--- config.mk ---
export PLATFORM = sky130hd
export DESIGN_NAME = crv_core_regs
export DESIGN_NICKNAME = d
export VERILOG_FILES = /design/src/shared/crv_pkg.sv /design/src/hdl/crv_core_regs.sv
export SDC_FILE = /design/constraint.sdc
export NUM_CORES = 1
export LEC_CHECK = 0
export BUFFER_PORTS_ARGS = -buffer_cell sky130_fd_sc_hd__buf_2
export CAP_MARGIN = 30
export CORE_ASPECT_RATIO = 0.9
export CORE_UTILIZATION = 40
export CTS_CLUSTER_SIZE = 20
export DETAILED_ROUTE_END_ITERATION = 16
export GPL_TIMING_DRIVEN = 0
export PLACE_DENSITY = 0.67
export SLEW_MARGIN = 20
export SYNTH_ARGS = -nofsm -noshare
export SYNTH_HDL_FRONTEND = slang
export SYNTH_SLANG_ARGS = --single-unit
--- constraint.sdc ---
create_clock -name CLK -period 3.3 [get_ports CLK]
set_input_delay 0.165 -clock CLK [delete_from_list [all_inputs] [get_ports CLK]]
set_output_delay 0.165 -clock CLK [all_outputs]
set_load 0.01 [all_outputs]
--- src/shared/crv_pkg.sv ---
package crv_pkg;

  // register indexes; byte address is four times the index
  localparam logic [5:0] IDX_INDIRECT  = 6'h00;
  localparam logic [5:0] IDX_BANK      = 6'h01;
  localparam logic [5:0] IDX_PC_LOW    = 6'h02;
  localparam logic [5:0] IDX_STATUS    = 6'h03;
  localparam logic [5:0] IDX_RAM_SEL   = 6'h04;
  localparam logic [5:0] IDX_PORT5     = 6'h05;
  localparam logic [5:0] IDX_PORT6     = 6'h06;
  localparam logic [5:0] IDX_PORT7     = 6'h07;
  localparam logic [5:0] IDX_PORT8     = 6'h08;
  localparam logic [5:0] IDX_PORT5_DIR = 6'h0b;
  localparam logic [5:0] IDX_CAUSE     = 6'h20;

  // software-writable bit masks
  localparam logic [7:0] MASK_BANK   = 8'h33;
  localparam logic [7:0] MASK_STATUS = 8'h87;
  localparam logic [7:0] MASK_PORT5  = 8'hdf;
  localparam logic [7:0] MASK_PORT7  = 8'hcf;
  localparam logic [7:0] MASK_PORT8  = 8'h01;

  // status field positions
  localparam int STAT_INT = 7;
  localparam int STAT_T   = 4;
  localparam int STAT_P   = 3;

  // reset values
  localparam logic [7:0] RST_INDIRECT  = 8'h00;
  localparam logic [7:0] RST_ZERO      = 8'h00;
  localparam logic [7:0] RST_RAM_SEL   = 8'hff;
  localparam logic [7:0] RST_STATUS    = 8'h18;
  localparam logic [7:0] RST_PORT5_DIR = 8'hdf;

  // last initial-value set that was loaded
  typedef enum logic [2:0] {
    CAUSE_POWER_ON = 3'b000,
    CAUSE_EXT_RUN  = 3'b001,
    CAUSE_EXT_WAKE = 3'b010,
    CAUSE_WDT_RUN  = 3'b011,
    CAUSE_WDT_WAKE = 3'b100,
    CAUSE_PIN_WAKE = 3'b101
  } crv_cause_t;

endpackage

--- src/hdl/crv_core_regs.sv ---
// Register access over APB was left to the implementer.
`timescale 1ns/1ns
module crv_core_regs (
  // clock and power-on reset
  input  wire logic                CLK,
  input  wire logic                RST,
  // apb slave
  input  wire logic                PSEL,
  input  wire logic                PENABLE,
  input  wire logic                PWRITE,
  input  wire logic [7:0]          PADDR,
  input  wire logic [31:0]         PWDATA,
  output logic                     PREADY,
  output logic      [31:0]         PRDATA,
  output logic                     PSLVERR,
  // reset pin and core events
  input  wire logic                EXT_RESET_N,
  input  wire logic                WATCHDOG_TIMEOUT,
  input  wire logic                PIN_WAKE,
  input  wire logic                SLEEP_INSTRUCTION,
  input  wire logic                WATCHDOG_CLEAR_INSTRUCTION,
  // register contents toward the core
  output logic      [7:0]          INDIRECT_DATA_PORT,
  output logic      [7:0]          BANK_SELECTOR,
  output logic      [7:0]          PROGRAM_COUNTER_LOW,
  output logic      [7:0]          CPU_STATUS,
  output logic      [7:0]          RAM_SELECT_POINTER,
  output logic      [7:0]          PORT5_DATA,
  output logic      [7:0]          PORT6_DATA,
  output logic      [7:0]          PORT7_DATA,
  output logic      [7:0]          PORT8_DATA,
  output logic      [7:0]          PORT5_DIRECTION,
  output logic                     ASLEEP,
  output crv_pkg::crv_cause_t      LAST_CAUSE
);
  import crv_pkg::*;

  typedef struct packed {
    logic             ext_sync1;
    logic             ext_sync2;
    logic             asleep;
    crv_cause_t       cause;
    logic [7:0]       indirect;
    logic [7:0]       bank;
    logic [7:0]       pc_low;
    logic [7:0]       status;
    logic [7:0]       ram_sel;
    logic [7:0]       port5;
    logic [7:0]       port6;
    logic [7:0]       port7;
    logic [7:0]       port8;
    logic [7:0]       port5_dir;
    logic             pready;
    logic [31:0]      prdata;
    logic             pslverr;
  } crv_state_t;

  crv_state_t st;
  crv_state_t next_st;

  function automatic logic crv_hit(input logic [7:0] addr, input logic [5:0] idx);
    crv_hit = (addr[1:0] == 2'b00) && (addr[7:2] == idx);
  endfunction

  function automatic logic crv_mapped(input logic [7:0] addr);
    crv_mapped = crv_hit(addr, IDX_INDIRECT) || crv_hit(addr, IDX_BANK) ||
                 crv_hit(addr, IDX_PC_LOW) || crv_hit(addr, IDX_STATUS) ||
                 crv_hit(addr, IDX_RAM_SEL) || crv_hit(addr, IDX_PORT5) ||
                 crv_hit(addr, IDX_PORT6) || crv_hit(addr, IDX_PORT7) ||
                 crv_hit(addr, IDX_PORT8) || crv_hit(addr, IDX_PORT5_DIR) ||
                 crv_hit(addr, IDX_CAUSE);
  endfunction

  logic       ext_reset;
  logic       wdt_reset;
  logic       any_reset;
  logic       wr_en;
  logic [7:0] wbyte;
  logic [7:0] rbyte;

  always_comb begin
    next_st = st;
    ext_reset = ~st.ext_sync2;
    wdt_reset = WATCHDOG_TIMEOUT;
    any_reset = ext_reset | wdt_reset;
    wbyte = PWDATA[7:0];
    wr_en = PSEL & PENABLE & st.pready & PWRITE & ~st.pslverr;

    // pin is asynchronous, two flops before use
    next_st.ext_sync1 = EXT_RESET_N;
    next_st.ext_sync2 = st.ext_sync1;

    // apb: data and ready registered from the setup cycle, one wait-free access
    next_st.pready = PSEL & ~PENABLE & ~st.pready;
    next_st.pslverr = 1'b0;
    rbyte = 8'h00;
    if (crv_hit(PADDR, IDX_INDIRECT)) begin
      rbyte = st.indirect;
    end else if (crv_hit(PADDR, IDX_BANK)) begin
      rbyte = st.bank;
    end else if (crv_hit(PADDR, IDX_PC_LOW)) begin
      rbyte = st.pc_low;
    end else if (crv_hit(PADDR, IDX_STATUS)) begin
      rbyte = st.status;
    end else if (crv_hit(PADDR, IDX_RAM_SEL)) begin
      rbyte = st.ram_sel;
    end else if (crv_hit(PADDR, IDX_PORT5)) begin
      rbyte = st.port5;
    end else if (crv_hit(PADDR, IDX_PORT6)) begin
      rbyte = st.port6;
    end else if (crv_hit(PADDR, IDX_PORT7)) begin
      rbyte = st.port7;
    end else if (crv_hit(PADDR, IDX_PORT8)) begin
      rbyte = st.port8;
    end else if (crv_hit(PADDR, IDX_PORT5_DIR)) begin
      rbyte = st.port5_dir;
    end else if (crv_hit(PADDR, IDX_CAUSE)) begin
      rbyte = {4'h0, st.asleep, st.cause};
    end
    if (PSEL & ~PENABLE & ~st.pready) begin
      next_st.prdata = {24'h000000, rbyte};
      next_st.pslverr = ~crv_mapped(PADDR);
    end else begin
      // read data stands only while ready is high
      next_st.prdata = 32'h00000000;
    end

    // software writes; events below override them
    if (wr_en) begin
      if (crv_hit(PADDR, IDX_INDIRECT)) begin
        next_st.indirect = wbyte;
      end
      if (crv_hit(PADDR, IDX_BANK)) begin
        next_st.bank = wbyte & MASK_BANK;
      end
      if (crv_hit(PADDR, IDX_PC_LOW)) begin
        next_st.pc_low = wbyte;
      end
      // T and P are not software-writable
      if (crv_hit(PADDR, IDX_STATUS)) begin
        next_st.status = (wbyte & MASK_STATUS) | (st.status & ~MASK_STATUS);
      end
      if (crv_hit(PADDR, IDX_RAM_SEL)) begin
        next_st.ram_sel = wbyte;
      end
      if (crv_hit(PADDR, IDX_PORT5)) begin
        next_st.port5 = wbyte & MASK_PORT5;
      end
      if (crv_hit(PADDR, IDX_PORT6)) begin
        next_st.port6 = wbyte;
      end
      if (crv_hit(PADDR, IDX_PORT7)) begin
        next_st.port7 = wbyte & MASK_PORT7;
      end
      if (crv_hit(PADDR, IDX_PORT8)) begin
        next_st.port8 = wbyte & MASK_PORT8;
      end
      if (crv_hit(PADDR, IDX_PORT5_DIR)) begin
        next_st.port5_dir = wbyte & MASK_PORT5;
      end
    end

    if (WATCHDOG_CLEAR_INSTRUCTION) begin
      next_st.status[STAT_T] = 1'b1;
      next_st.status[STAT_P] = 1'b1;
    end
    if (SLEEP_INSTRUCTION) begin
      next_st.status[STAT_T] = 1'b1;
      next_st.status[STAT_P] = 1'b0;
      next_st.asleep = 1'b1;
    end

    if (any_reset) begin
      next_st.bank = RST_ZERO;
      next_st.pc_low = RST_ZERO;
      next_st.status[7:5] = 3'b000;
      next_st.port5 = RST_ZERO;
      next_st.port6 = RST_ZERO;
      next_st.port7 = RST_ZERO;
      next_st.port8 = RST_ZERO;
      next_st.port5_dir = RST_PORT5_DIR;
      next_st.asleep = 1'b0;
      if (ext_reset) begin
        // pin reset in sleep looks like a wake; running it keeps T and P
        if (st.asleep) begin
          next_st.status[STAT_T] = 1'b1;
          next_st.status[STAT_P] = 1'b0;
          next_st.cause = CAUSE_EXT_WAKE;
        end else begin
          next_st.status[STAT_T] = st.status[STAT_T];
          next_st.status[STAT_P] = st.status[STAT_P];
          next_st.cause = CAUSE_EXT_RUN;
        end
      end else begin
        next_st.status[STAT_T] = 1'b0;
        if (st.asleep) begin
          next_st.status[STAT_P] = 1'b0;
          next_st.cause = CAUSE_WDT_WAKE;
        end else begin
          next_st.status[STAT_P] = st.status[STAT_P];
          next_st.cause = CAUSE_WDT_RUN;
        end
      end
    end else if (PIN_WAKE & st.asleep) begin
      next_st.status[STAT_T] = 1'b1;
      next_st.status[STAT_P] = 1'b0;
      next_st.status[6:5] = 2'b00;
      next_st.asleep = 1'b0;
      next_st.cause = CAUSE_PIN_WAKE;
    end
  end

  always_ff @(posedge CLK) begin
    if (RST) begin
      st.ext_sync1 <= 1'b1;
      st.ext_sync2 <= 1'b1;
      st.asleep <= 1'b0;
      st.cause <= CAUSE_POWER_ON;
      st.indirect <= RST_INDIRECT;
      st.bank <= RST_ZERO;
      st.pc_low <= RST_ZERO;
      // int clear, T and P set
      st.status <= RST_STATUS;
      st.ram_sel <= RST_RAM_SEL;
      st.port5 <= RST_ZERO;
      st.port6 <= RST_ZERO;
      st.port7 <= RST_ZERO;
      st.port8 <= RST_ZERO;
      st.port5_dir <= RST_PORT5_DIR;
      st.pready <= 1'b0;
      st.prdata <= 32'h00000000;
      st.pslverr <= 1'b0;
    end else begin
      st <= next_st;
    end
  end

  assign PREADY = st.pready;
  assign PRDATA = st.prdata;
  assign PSLVERR = st.pslverr;
  assign INDIRECT_DATA_PORT = st.indirect;
  assign BANK_SELECTOR = st.bank;
  assign PROGRAM_COUNTER_LOW = st.pc_low;
  assign CPU_STATUS = st.status;
  assign RAM_SELECT_POINTER = st.ram_sel;
  assign PORT5_DATA = st.port5;
  assign PORT6_DATA = st.port6;
  assign PORT7_DATA = st.port7;
  assign PORT8_DATA = st.port8;
  assign PORT5_DIRECTION = st.port5_dir;
  assign ASLEEP = st.asleep;
  assign LAST_CAUSE = st.cause;

endmodule

# Word-level counts from Yosys, hierarchy flattened
# Cells that the tools add are included.
# Widths: inputs -> output; s select.
# totals
regBits,105
inputBits,50
output_inout_bits,118
elab_cells,121
# classes
n_eq_ne,12
muxes,31
n_bitwise,15
n_reduce_logical,41
# op_table
operator,n
$mux 8,15
$mux 53,1
$eq 6x3->1 const B,4
$reduce_and 2->1,10
$mux 2,7
$eq 6x2->1 const B,2
$eq 6x4->1 const B,2
$mux 3,4
$logic_and 1x1->1,11
$logic_or 1x1->1,10
$reduce_bool 5->1,2
$or 8x7->8,1
$and 1x1->1,7
$eq 6x1->1 const B,1
$eq 6x6->1 const B,1
$logic_not 6->1,1
$not 1->1,6
$reduce_and 3->1,2
$mux 5,1
$mux 4,1
$reduce_or 2->1,2
$ne 3x3->1 const B,1
$reduce_or 3->1,1
$logic_not 2->1,1
other kinds (4),5

# Longest topological paths before layout
# Gate-level depths: netlist of run 1.
# depth
depth_word,13
ltp_mapped,6
depth_no_buf,5

# Worst setup path after synthesis of run 1
# No wires, ideal clock.
# synth_path
path_type,register to register
from,register st (netlist bit PSLVERR)
to,register st (netlist bit PORT5_DIRECTION[0])
setup_ps,131
t_arrival_ps,1515
slack_ps,1655
path_stages_with_launch,7
path_buffers,1
synth_period_minus_slack_ps,1645
cell_sequence,dfxtp_1 -> nor2b_1 -> and4_1 -> clkbuf_1 -> nand3_1 -> mux2i_1 -> nand2_1
# synth_via
elab_chain_cells,3
# synth_lines
element,line,source
start: declaration,crv_core_regs.sv:58,crv_state_t st;
start signal: assignment,crv_core_regs.sv:234,st <= next_st;
$not 1->1,crv_core_regs.sv:87,wr_en = PSEL & PENABLE & st.pready & PWRITE & ~st.pslverr;
$and 1x1->1,crv_core_regs.sv:87,
$reduce_and 2->1 (no line),--,
# Every way passes these cells.
# A chain may end at the register's enable or synchronous reset.

# Worst setup path after layout of run 1
# Same ends and word-level chain as after synthesis.

==> summary.md, run 1 <==
| Metric | Value |
|---|---|
| Antenna violations before repair | `0` |
| Top post-synthesis cells by count | `buf_4 (115), dfxtp_1 (79), nand2_1 (55), nor2_1 (48), mux2i_1 (38)` |
| Largest area contributor in the netlist | `dfxtp_1` |
| Crit-path max FO | `9` |
| Worst EP required | `3.50 ns` |
| Routed vias/inst | `4.899` |
| CTS clk-pin slew, worst paths | `0.06 ns` |
| Final antenna-violating net count | `0` |
| CORE AREA | `0.01090 sq mm` |
| Die width | `114.0 um` |
| Clock latency at the later pin of the worst-skew pair | `0.34 ns` |
| RSZ-0062 raised after global routing | `no` |
| Mapped Cells | `534` |
| Total power | `2.231 mW` |
| Floorplan row count | `36` |
| Worst-margin pin slew | `0.7784 ns` |
| Skew final | `0.007346 ns` |
| Synth Cell Area | `0.004514 sq mm` |
| Drc violations | `0` |
| First-pass GRT wire length | `19.81 mm` |
| Vias in the first global route | `3,519` |
| Post-synth top flop | `dfxtp_1` |
| Largest net degree at the start of global routing | `14` |
| Vias | `4,110` |
| Setup TNS | `0 ns` |
| R2R cell count | `6` |
| Cts repair resizes | `0` |
| Period minus WS final | `2.107 ns` |
| Pleak | `2.672 nW` |
| Synth warnings | `0` |
| Seq/Total Area, Yosys | `35.03%` |
| CP Capture Type | `register` |
| H-Tree Depth | `3` |
| Wire per inst | `16.03 um` |
| Hold WC Path Type | `in -> reg` |
| Ant. Diodes | `0` |
| Top cells by area, synth | `dfxtp_1 (35%), buf_4 (19%), mux2i_1 (8.4%), nand2_1 (4.6%), nor2_1 (4.0%)` |
| Worst setup path category | `reg -> reg` |
| Startpoint Class | `register` |
| Worst slew margin | `48.11%` |
| Drt pass-1 iters | `5` |
| Setup repair bufs after CTS | `0` |
| Post-synth top area share | `35.03%` |
| Flip-flop and latch area | `0.001582 sq mm` |
| Post-synthesis async set-or-reset flop share | `0%` |
| Max-cap violations | `0` |
| CTS Sinks | `79` |
| # hold bufs at CTS | `0` |
| Synth-to-Final Area Change | `25.30%` |
| Die ar. | `0.01172 sq mm` |
| Fmax | `474.7 MHz` |
| Status | `finished, final reports clean` |
| Cts bufs inserted | `9` |
| # port buffers | `98` |
| Final #Nets | `735` |
| Die Y | `102.8 um` |
| Synth cell types | `61` |
| GRT overflow | `0` |
| Number of synthesized flops with an enable pin | `0` |
| VDD IR max | `0.2302 mV` |
| Layout cells sized above 1 | `36.68%` |
| Global-route usage over all layers | `22.65%` |
| TritonCTS clock tree | `yes` |
| Clock Path Buffers | `2` |
| Starting Density | `41.41%` |
| Power per Cell Area | `394.4 mW/mm^2` |
| Starting DRT DRC Count | `254` |
| Seq cells post-synth | `79` |
| Routed wire length | `13.45 mm` |
| Worst path arrival time | `2.31 ns` |
| Root Buffer | `clkbuf_16` |
| Synth Area per Inst | `8.454 sq um` |
| Area of the multi-input gates | `0.002096 sq mm` |
| Layout filler cell count | `1,101` |
| Slew Limit Fails | `0` |
| Hold path cells | `2` |
| Most common cell in the netlist | `buf_4` |
| Post-DP HPWL | `10.32 mm` |
| Hold violation total from the final report | `0` |
| Ports | `168` |
| Final number of setup-violating endpoints | `0` |
| Crit share post-route | `63.84%` |
| Final RePlAce weighted congestion | `0.9120` |
-- kinds of logic (layout without fill, tap and decap cells) --
kind of cell | after synthesis | in the layout | share of synthesized area, %
and+or+nand+nor | 184 | 184 | 21.76
buffers and inverters | 145 | 258 | 21.87
AOI/OAI and AO/OA | 83 | 83 | 11.78
DFF | 79 | 79 | 35.03
muxes | 40 | 40 | 8.924
adders and majority gates | 2 | 2 | 0.5542
other | 1 | 41 | 0.08307
-- final timing paths --
check	startpoint	to	slack [ns]
worst max-delay path	PSLVERR	PORT5_DIRECTION[0]	1.19
worst min-delay path	EXT_RESET_N	next_st[118]	0.02
worst max register to register	PSLVERR	PORT5_DIRECTION[0]	1.19
worst min register to register	next_st[118]	st[118]	0.41
-- critical path, cell delays in order (launching register included) --
cell and delay (ns):
dfxtp_1 0.31, nor2b_1 0.17, and4_1 0.22, clkbuf_1 0.48, nand3_1 0.46, mux2i_1 0.27, nand2_1 0.08
-- flip-flops by register name, indices dropped and copies added, names as in the netlist --
name                 cells
INDIRECT_DATA_PORT       8
PORT6_DATA               8
PRDATA                   8
PROGRAM_COUNTER_LOW      8
RAM_SELECT_POINTER       8
PORT5_DATA               7
PORT5_DIRECTION          7
CPU_STATUS               6
PORT7_DATA               6
BANK_SELECTOR            4
LAST_CAUSE               3
ASLEEP                   1
PORT8_DATA               1
PREADY                   1
PSLVERR                  1
next_st                  1
st                       1
-- power breakdown --
group | leakage (nW) | internal (mW) | switching (mW) | total [mW]
combinational | 1.88 | 0.0812 | 0.127 | 0.208
sequential | 0.639 | 0.962 | 0.00916 | 0.971
clock | 0.151 | 0.657 | 0.396 | 1.05
total | 2.67 | 1.70 | 0.532 | 2.23
-- per-layer routing --
| metal | vias up | part of all wire, % | global-route usage (%) |
|---|---|---|---|
| met2 | 221 | 43 | 34.22 |
| met5 | - | 0 | 0 |
| met3 | 15 | 9.0 | 4.056 |
| li1 | 1978 | - | - |
| met4 | 0 | 1.4 | 6.294 |
| met1 | 1896 | 47 | 33.00 |
-- cell type report --
class,instances,share of cell area (%)
Clock buffer,9,3.981
Buffer,140,17.12
Tap cell,152,3.362
Sequential cell,79,27.96
Multi-Input combinational cell,350,37.05
Timing Repair Buffer,98,8.671
Clock inverter,6,1.526
Inverter,5,0.3318
-- cells in the final DEF, fill, tap and decap left out, types with 5 or more instances in the layout --
cell type,Yosys,final
buf_4,115,115
buf_2,3,101
dfxtp_1,79,79
nand2_1,55,55
nor2_1,48,48
conb_1,1,41
mux2i_1,38,38
nand3_1,27,27
a21oi_1,27,27
clkbuf_1,20,20
o21ai_0,18,18
clkbuf_16,0,9
nand3b_1,8,8
nor2b_1,7,7
a22oi_1,7,7
and3_1,6,6
inv_1,5,5
a211oi_1,5,5
-- per-stage QoR --
stage	worst slack [ns]	util (%)	hold WS (ns)	cells	instance area, sq um
after floorplan	1.655	-	0.2688	574	4664
after global placement	1.175	49.04	0.3600	824	5345
after detailed placement	1.187	49.04	0.3587	824	5345
after CTS	1.220	51.89	0.01274	839	5657
after global routing	1.030	51.89	0.02393	839	5657
final	1.193	51.89	0.01740	839	5657
No activity file was read; power rests on OpenSTA's default activity.
==> inputs of run 2 (changes only) <==
--- a/config.mk
+++ b/config.mk
@@ -5,6 +5,7 @@
 export SDC_FILE = /design/constraint.sdc
 export NUM_CORES = 1
 export LEC_CHECK = 0
+export ABC_AREA = 1
 export BUFFER_PORTS_ARGS = -buffer_cell sky130_fd_sc_hd__buf_2
 export CAP_MARGIN = 30
 export CORE_ASPECT_RATIO = 0.9
==> constraint.sdc (replaced) <==
create_clock -name CLK -period 2.1 [get_ports CLK]
set_input_delay 0.105 -clock CLK [delete_from_list [all_inputs] [get_ports CLK]]
set_output_delay 0.105 -clock CLK [all_outputs]
set_load 0.01 [all_outputs]
==> run 2 against run 1 <==
Compared with the run above: synthesized cell count increased by 14%; largest cell class unchanged; total power is 50% higher; critical path type unchanged; the flow now finishes with violations (DRC); hold slack better by 0.023 ns; clock skew decreased by 0.0020 ns; setup slack got worse by 0.99 ns; final cell count up 6.4%; critical path depth is 1 higher; die area decreased by 3.4%; non-clock buffer count decreased by 8; clock-buffer cell count grew 3; critical endpoint is now PORT7_DATA[1].
==> summary.md, run 2 <==
| Metric | Value |
|---|---|
| GRT overflow | `0 (unchanged)` |
| Cell Chain, Critical Path | `inv_1, nor2_1, inv_1, nor2_2, clkbuf_1, o21ai_0, a21oi_1` |
| Leading cell type in the layout, fill and taps excluded | `buf_4` |
| Layout filler cell count | `1,085 (-1.5%)` |
| Cts bufs inserted | `9 (unchanged)` |
| CP Capture Type | `register` |
| CTS Sinks | `79 (unchanged)` |
| Area of the multi-input gates | `0.001775 sq mm (-15%)` |
| Layout Cells excl Fill | `893 (+6.4%)` |
| Power per Cell Area | `610.2 mW/mm^2 (+55%)` |
| Post-route design area | `0.005468 sq mm (-3.3%)` |
| Final antenna-violating net count | `0 (unchanged)` |
| Hold WC Path Type | `in -> reg` |
| RSZ-0062 raised after global routing | `no` |
| Largest net degree at the start of global routing | `13 (-1)` |
| Layout cells sized above 1 | `33.38% (-3.3 points)` |
| VDD IR max | `0.2979 mV (+29%)` |
| Starting Density | `41.82% (+0.41 points)` |
| Routed vias/inst | `4.768 (-2.7%)` |
| Vias in the first global route | `3,838 (+9.1%)` |
| Wire per inst | `13.79 um (-14%)` |
| Global-route usage over all layers | `22.42% (-0.22 points)` |
| Reg-to-Reg End | `PORT7_DATA[1]` |
| Worst EP required | `2.37 ns (-1.13 ns)` |
| Most common cell in the netlist | `buf_4` |
| Setup TNS | `0 ns (unchanged)` |
| Worst slew margin | `54.31% (+6.2 points)` |
| Die Y | `101.0 um (-1.7%)` |
| Post-synth top flop | `dfxtp_1` |
| Worst setup path category | `reg -> reg` |
| Number of synthesized flops with an enable pin | `0 (unchanged)` |
| Synth Cell Area | `0.004359 sq mm (-3.4%)` |
| Synth warnings | `0 (unchanged)` |
| Ant. Diodes | `0 (unchanged)` |
| Max-cap violations | `0 (unchanged)` |
| Reg-to-Reg Start | `st[118]` |
| Fmax | `528.1 MHz (+11%)` |
| Pleak | `2.787 nW (+4.3%)` |
| Hold violation total from the final report | `0 (unchanged)` |
| Startpoint Class | `register` |
| Drt pass-1 iters | `12 (+7)` |
| Crit share post-route | `90.16% (+26 points)` |
| Final #Nets | `812 (+10%)` |
| Clock Path Buffers | `2 (unchanged)` |
| Final RePlAce weighted congestion | `0.8779 (-3.7%)` |
| CORE AREA | `0.01042 sq mm (-4.4%)` |
| Synth Area per Inst | `7.158 sq um (-15%)` |
| Hold_ws | `0.04052 ns (+0.02311 ns)` |
| CTS clk-pin slew, worst paths | `0.06 ns (about the same)` |
| Status | `complete, but fails checks` |
| Root Buffer | `clkbuf_16` |
| Flop2flop setup slack | `0.21 ns (-0.99 ns)` |
| TritonCTS clock tree | `yes` |
| Slew Limit Fails | `0 (unchanged)` |
| Die ar. | `0.01132 sq mm (-3.4%)` |
| Most frequent cells in the layout | `buf_4 (115), buf_2 (102), nand2_1 (96)` |
| Hold path cells | `2 (unchanged)` |
| Min-delay src | `RST` |
| Post-DP HPWL | `9.511 mm (-7.8%)` |
| Clock latency at the later pin of the worst-skew pair | `0.33 ns (about the same)` |
| Slowest cell on the critical path | `clkbuf_1` |
| Worst hold path endpoint | `LAST_CAUSE[1]` |
| Floorplan row count | `35 (-2.8%)` |
| Failing checks | `DRC` |
| # placed instances | `877 (+6.4%)` |
| Crit-path max FO | `10 (+1)` |
| Vias | `4,258 (+3.6%)` |
| Mapped Cells | `609 (+14%)` |
| Drc violations | `8 (+8)` |
| Final number of setup-violating endpoints | `0 (unchanged)` |
| Seq cells post-synth | `79 (unchanged)` |
| Period minus WS final | `1.893 ns (-0.2132 ns)` |
| Starting DRT DRC Count | `304 (+20%)` |
| Seq/Total Area, Yosys | `36.28% (+1.2 points)` |
| R2R cell count | `7 (+1)` |
| # port buffers | `99 (+1.0%)` |
| H-Tree Depth | `3 (unchanged)` |
| Skew final | `0.005323 ns (-0.002023 ns)` |
| Post-synthesis async set-or-reset flop share | `0% (unchanged)` |
| CP most frequent cell | `inv_1` |
| Synth-to-Final Area Change | `25.43%` |
| Largest area contributor in the netlist | `dfxtp_1` |
| Worst path arrival time | `2.16 ns (-0.15 ns)` |
| Top cells by area, synth | `dfxtp_1 (36%), buf_4 (20%), nand2_1 (8.3%), nor2_1 (5.8%), o21ai_0 (5.2%)` |
| Ports | `168 (unchanged)` |
| First-pass GRT wire length | `19.50 mm (-1.6%)` |
| Synth cell types | `31 (-49%)` |
| Antenna violations before repair | `0 (unchanged)` |
| Worst-margin pin slew | `0.6854 ns (-0.09297 ns)` |
| Routed wire length | `12.32 mm (-8.4%)` |
| CP max stage delay | `0.42 ns (-0.06 ns)` |
| Flip-flop and latch area | `0.001582 sq mm (unchanged)` |
| Post-synth top area share | `36.28% (+1.2 points)` |
| Top post-synthesis cells by count | `buf_4 (115), nand2_1 (96), dfxtp_1 (79), nor2_1 (67), inv_1 (54)` |
| Die width | `112.0 um (-1.7%)` |
| Post-place instance area | `0.005166 sq mm (-3.3%)` |
-- run 2: cell count changes in the layout (fill, tap and decap cells not counted), sizes merged, moves of 7 or more --
cell    previous run  this run
nand3b             8         0
a22oi              7         0
nor2b              7         0
a21oi             27        44
nor2              50        75
clkbuf            29        21
o21ai             18        49
mux2i             38         0
inv                5        59
nand2             57        98
nand3             29        38
-- run 2: worst max path at each step --
stage	slack [ns]	start	to	depth (start not counted)
floorplan	0.55	PREADY	PROGRAM_COUNTER_LOW[6]	8
global placement	0.27	PADDR[1]	PRDATA[6]	11
detailed placement	0.24	st[118]	PORT7_DATA[6]	7
CTS	0.23	st[118]	PORT7_DATA[6]	7
global route	0.006	st[118]	PORT7_DATA[0]	7
finish	0.21	st[118]	PORT7_DATA[1]	7
-- run 2: area by class of cell --
cell class                      instances  area share [%]
Inverter                               59           4.050
Clock buffer                           12           4.508
Timing Repair Buffer                  100           9.245
Sequential cell                        79           28.92
Buffer                                130           17.05
Multi-Input combinational cell        381           32.47
Tap cell                              129           2.952
Clock inverter                          3          0.8009
-- run 2: stage by stage --
stage / total power [mW] / utilization [%] / setup slack (ns)
CTS: 3.343 / 52.45 / 0.2259
global route: 3.453 / 52.46 / 0.005564
finish: 3.337 / 52.46 / 0.2066
detailed placement: 1.834 / 49.57 / 0.2372
global placement: 1.829 / 49.57 / 0.2697
floorplan: 1.744 / - / 0.5534
-- run 2: kinds of logic after synthesis --
kind of cell / synth area share (%)
flip-flops: 36.28
adder cells (fa/ha/maj): 0.5740
AND/OR/NAND/NOR: 22.45
buffers and inverters: 26.44
other: 0.08603
AO/OA/AOI/OAI: 14.18
-- run 2: power breakdown --
| group | switching, mW | internal, mW | total [mW] |
|---|---|---|---|
| clock network | 0.579 | 0.947 | 1.53 |
| registers | 0.0130 | 1.51 | 1.53 |
| logic | 0.172 | 0.114 | 0.286 |
-- run 2: routing by layer --
layer | track usage (%) | share of wire [%] | up-vias
met2 | 35.83 | 45 | 202
met5 | 0 | 0 | -
met3 | 2.886 | 7.9 | 12
met1 | 31.10 | 46 | 1935
li1 | - | - | 2109
met4 | 8.103 | 1.2 | 0
-- run 2: repair_timing --
action	in CTS	in global routing
buffers inserted	0	0
hold endpoints to repair	1	0
endpoints found under the setup margin	0	1
resized for setup	0	2
hold buffers	1	0
-- run 2: critical path: cells and delay by family (launching register included) --
family | cells | cell delay (ns)
buffers and inverters | 3 | 0.67
AND/OR/NAND/NOR | 2 | 0.51
flip-flops | 1 | 0.33
AO/OA/AOI/OAI | 2 | 0.31
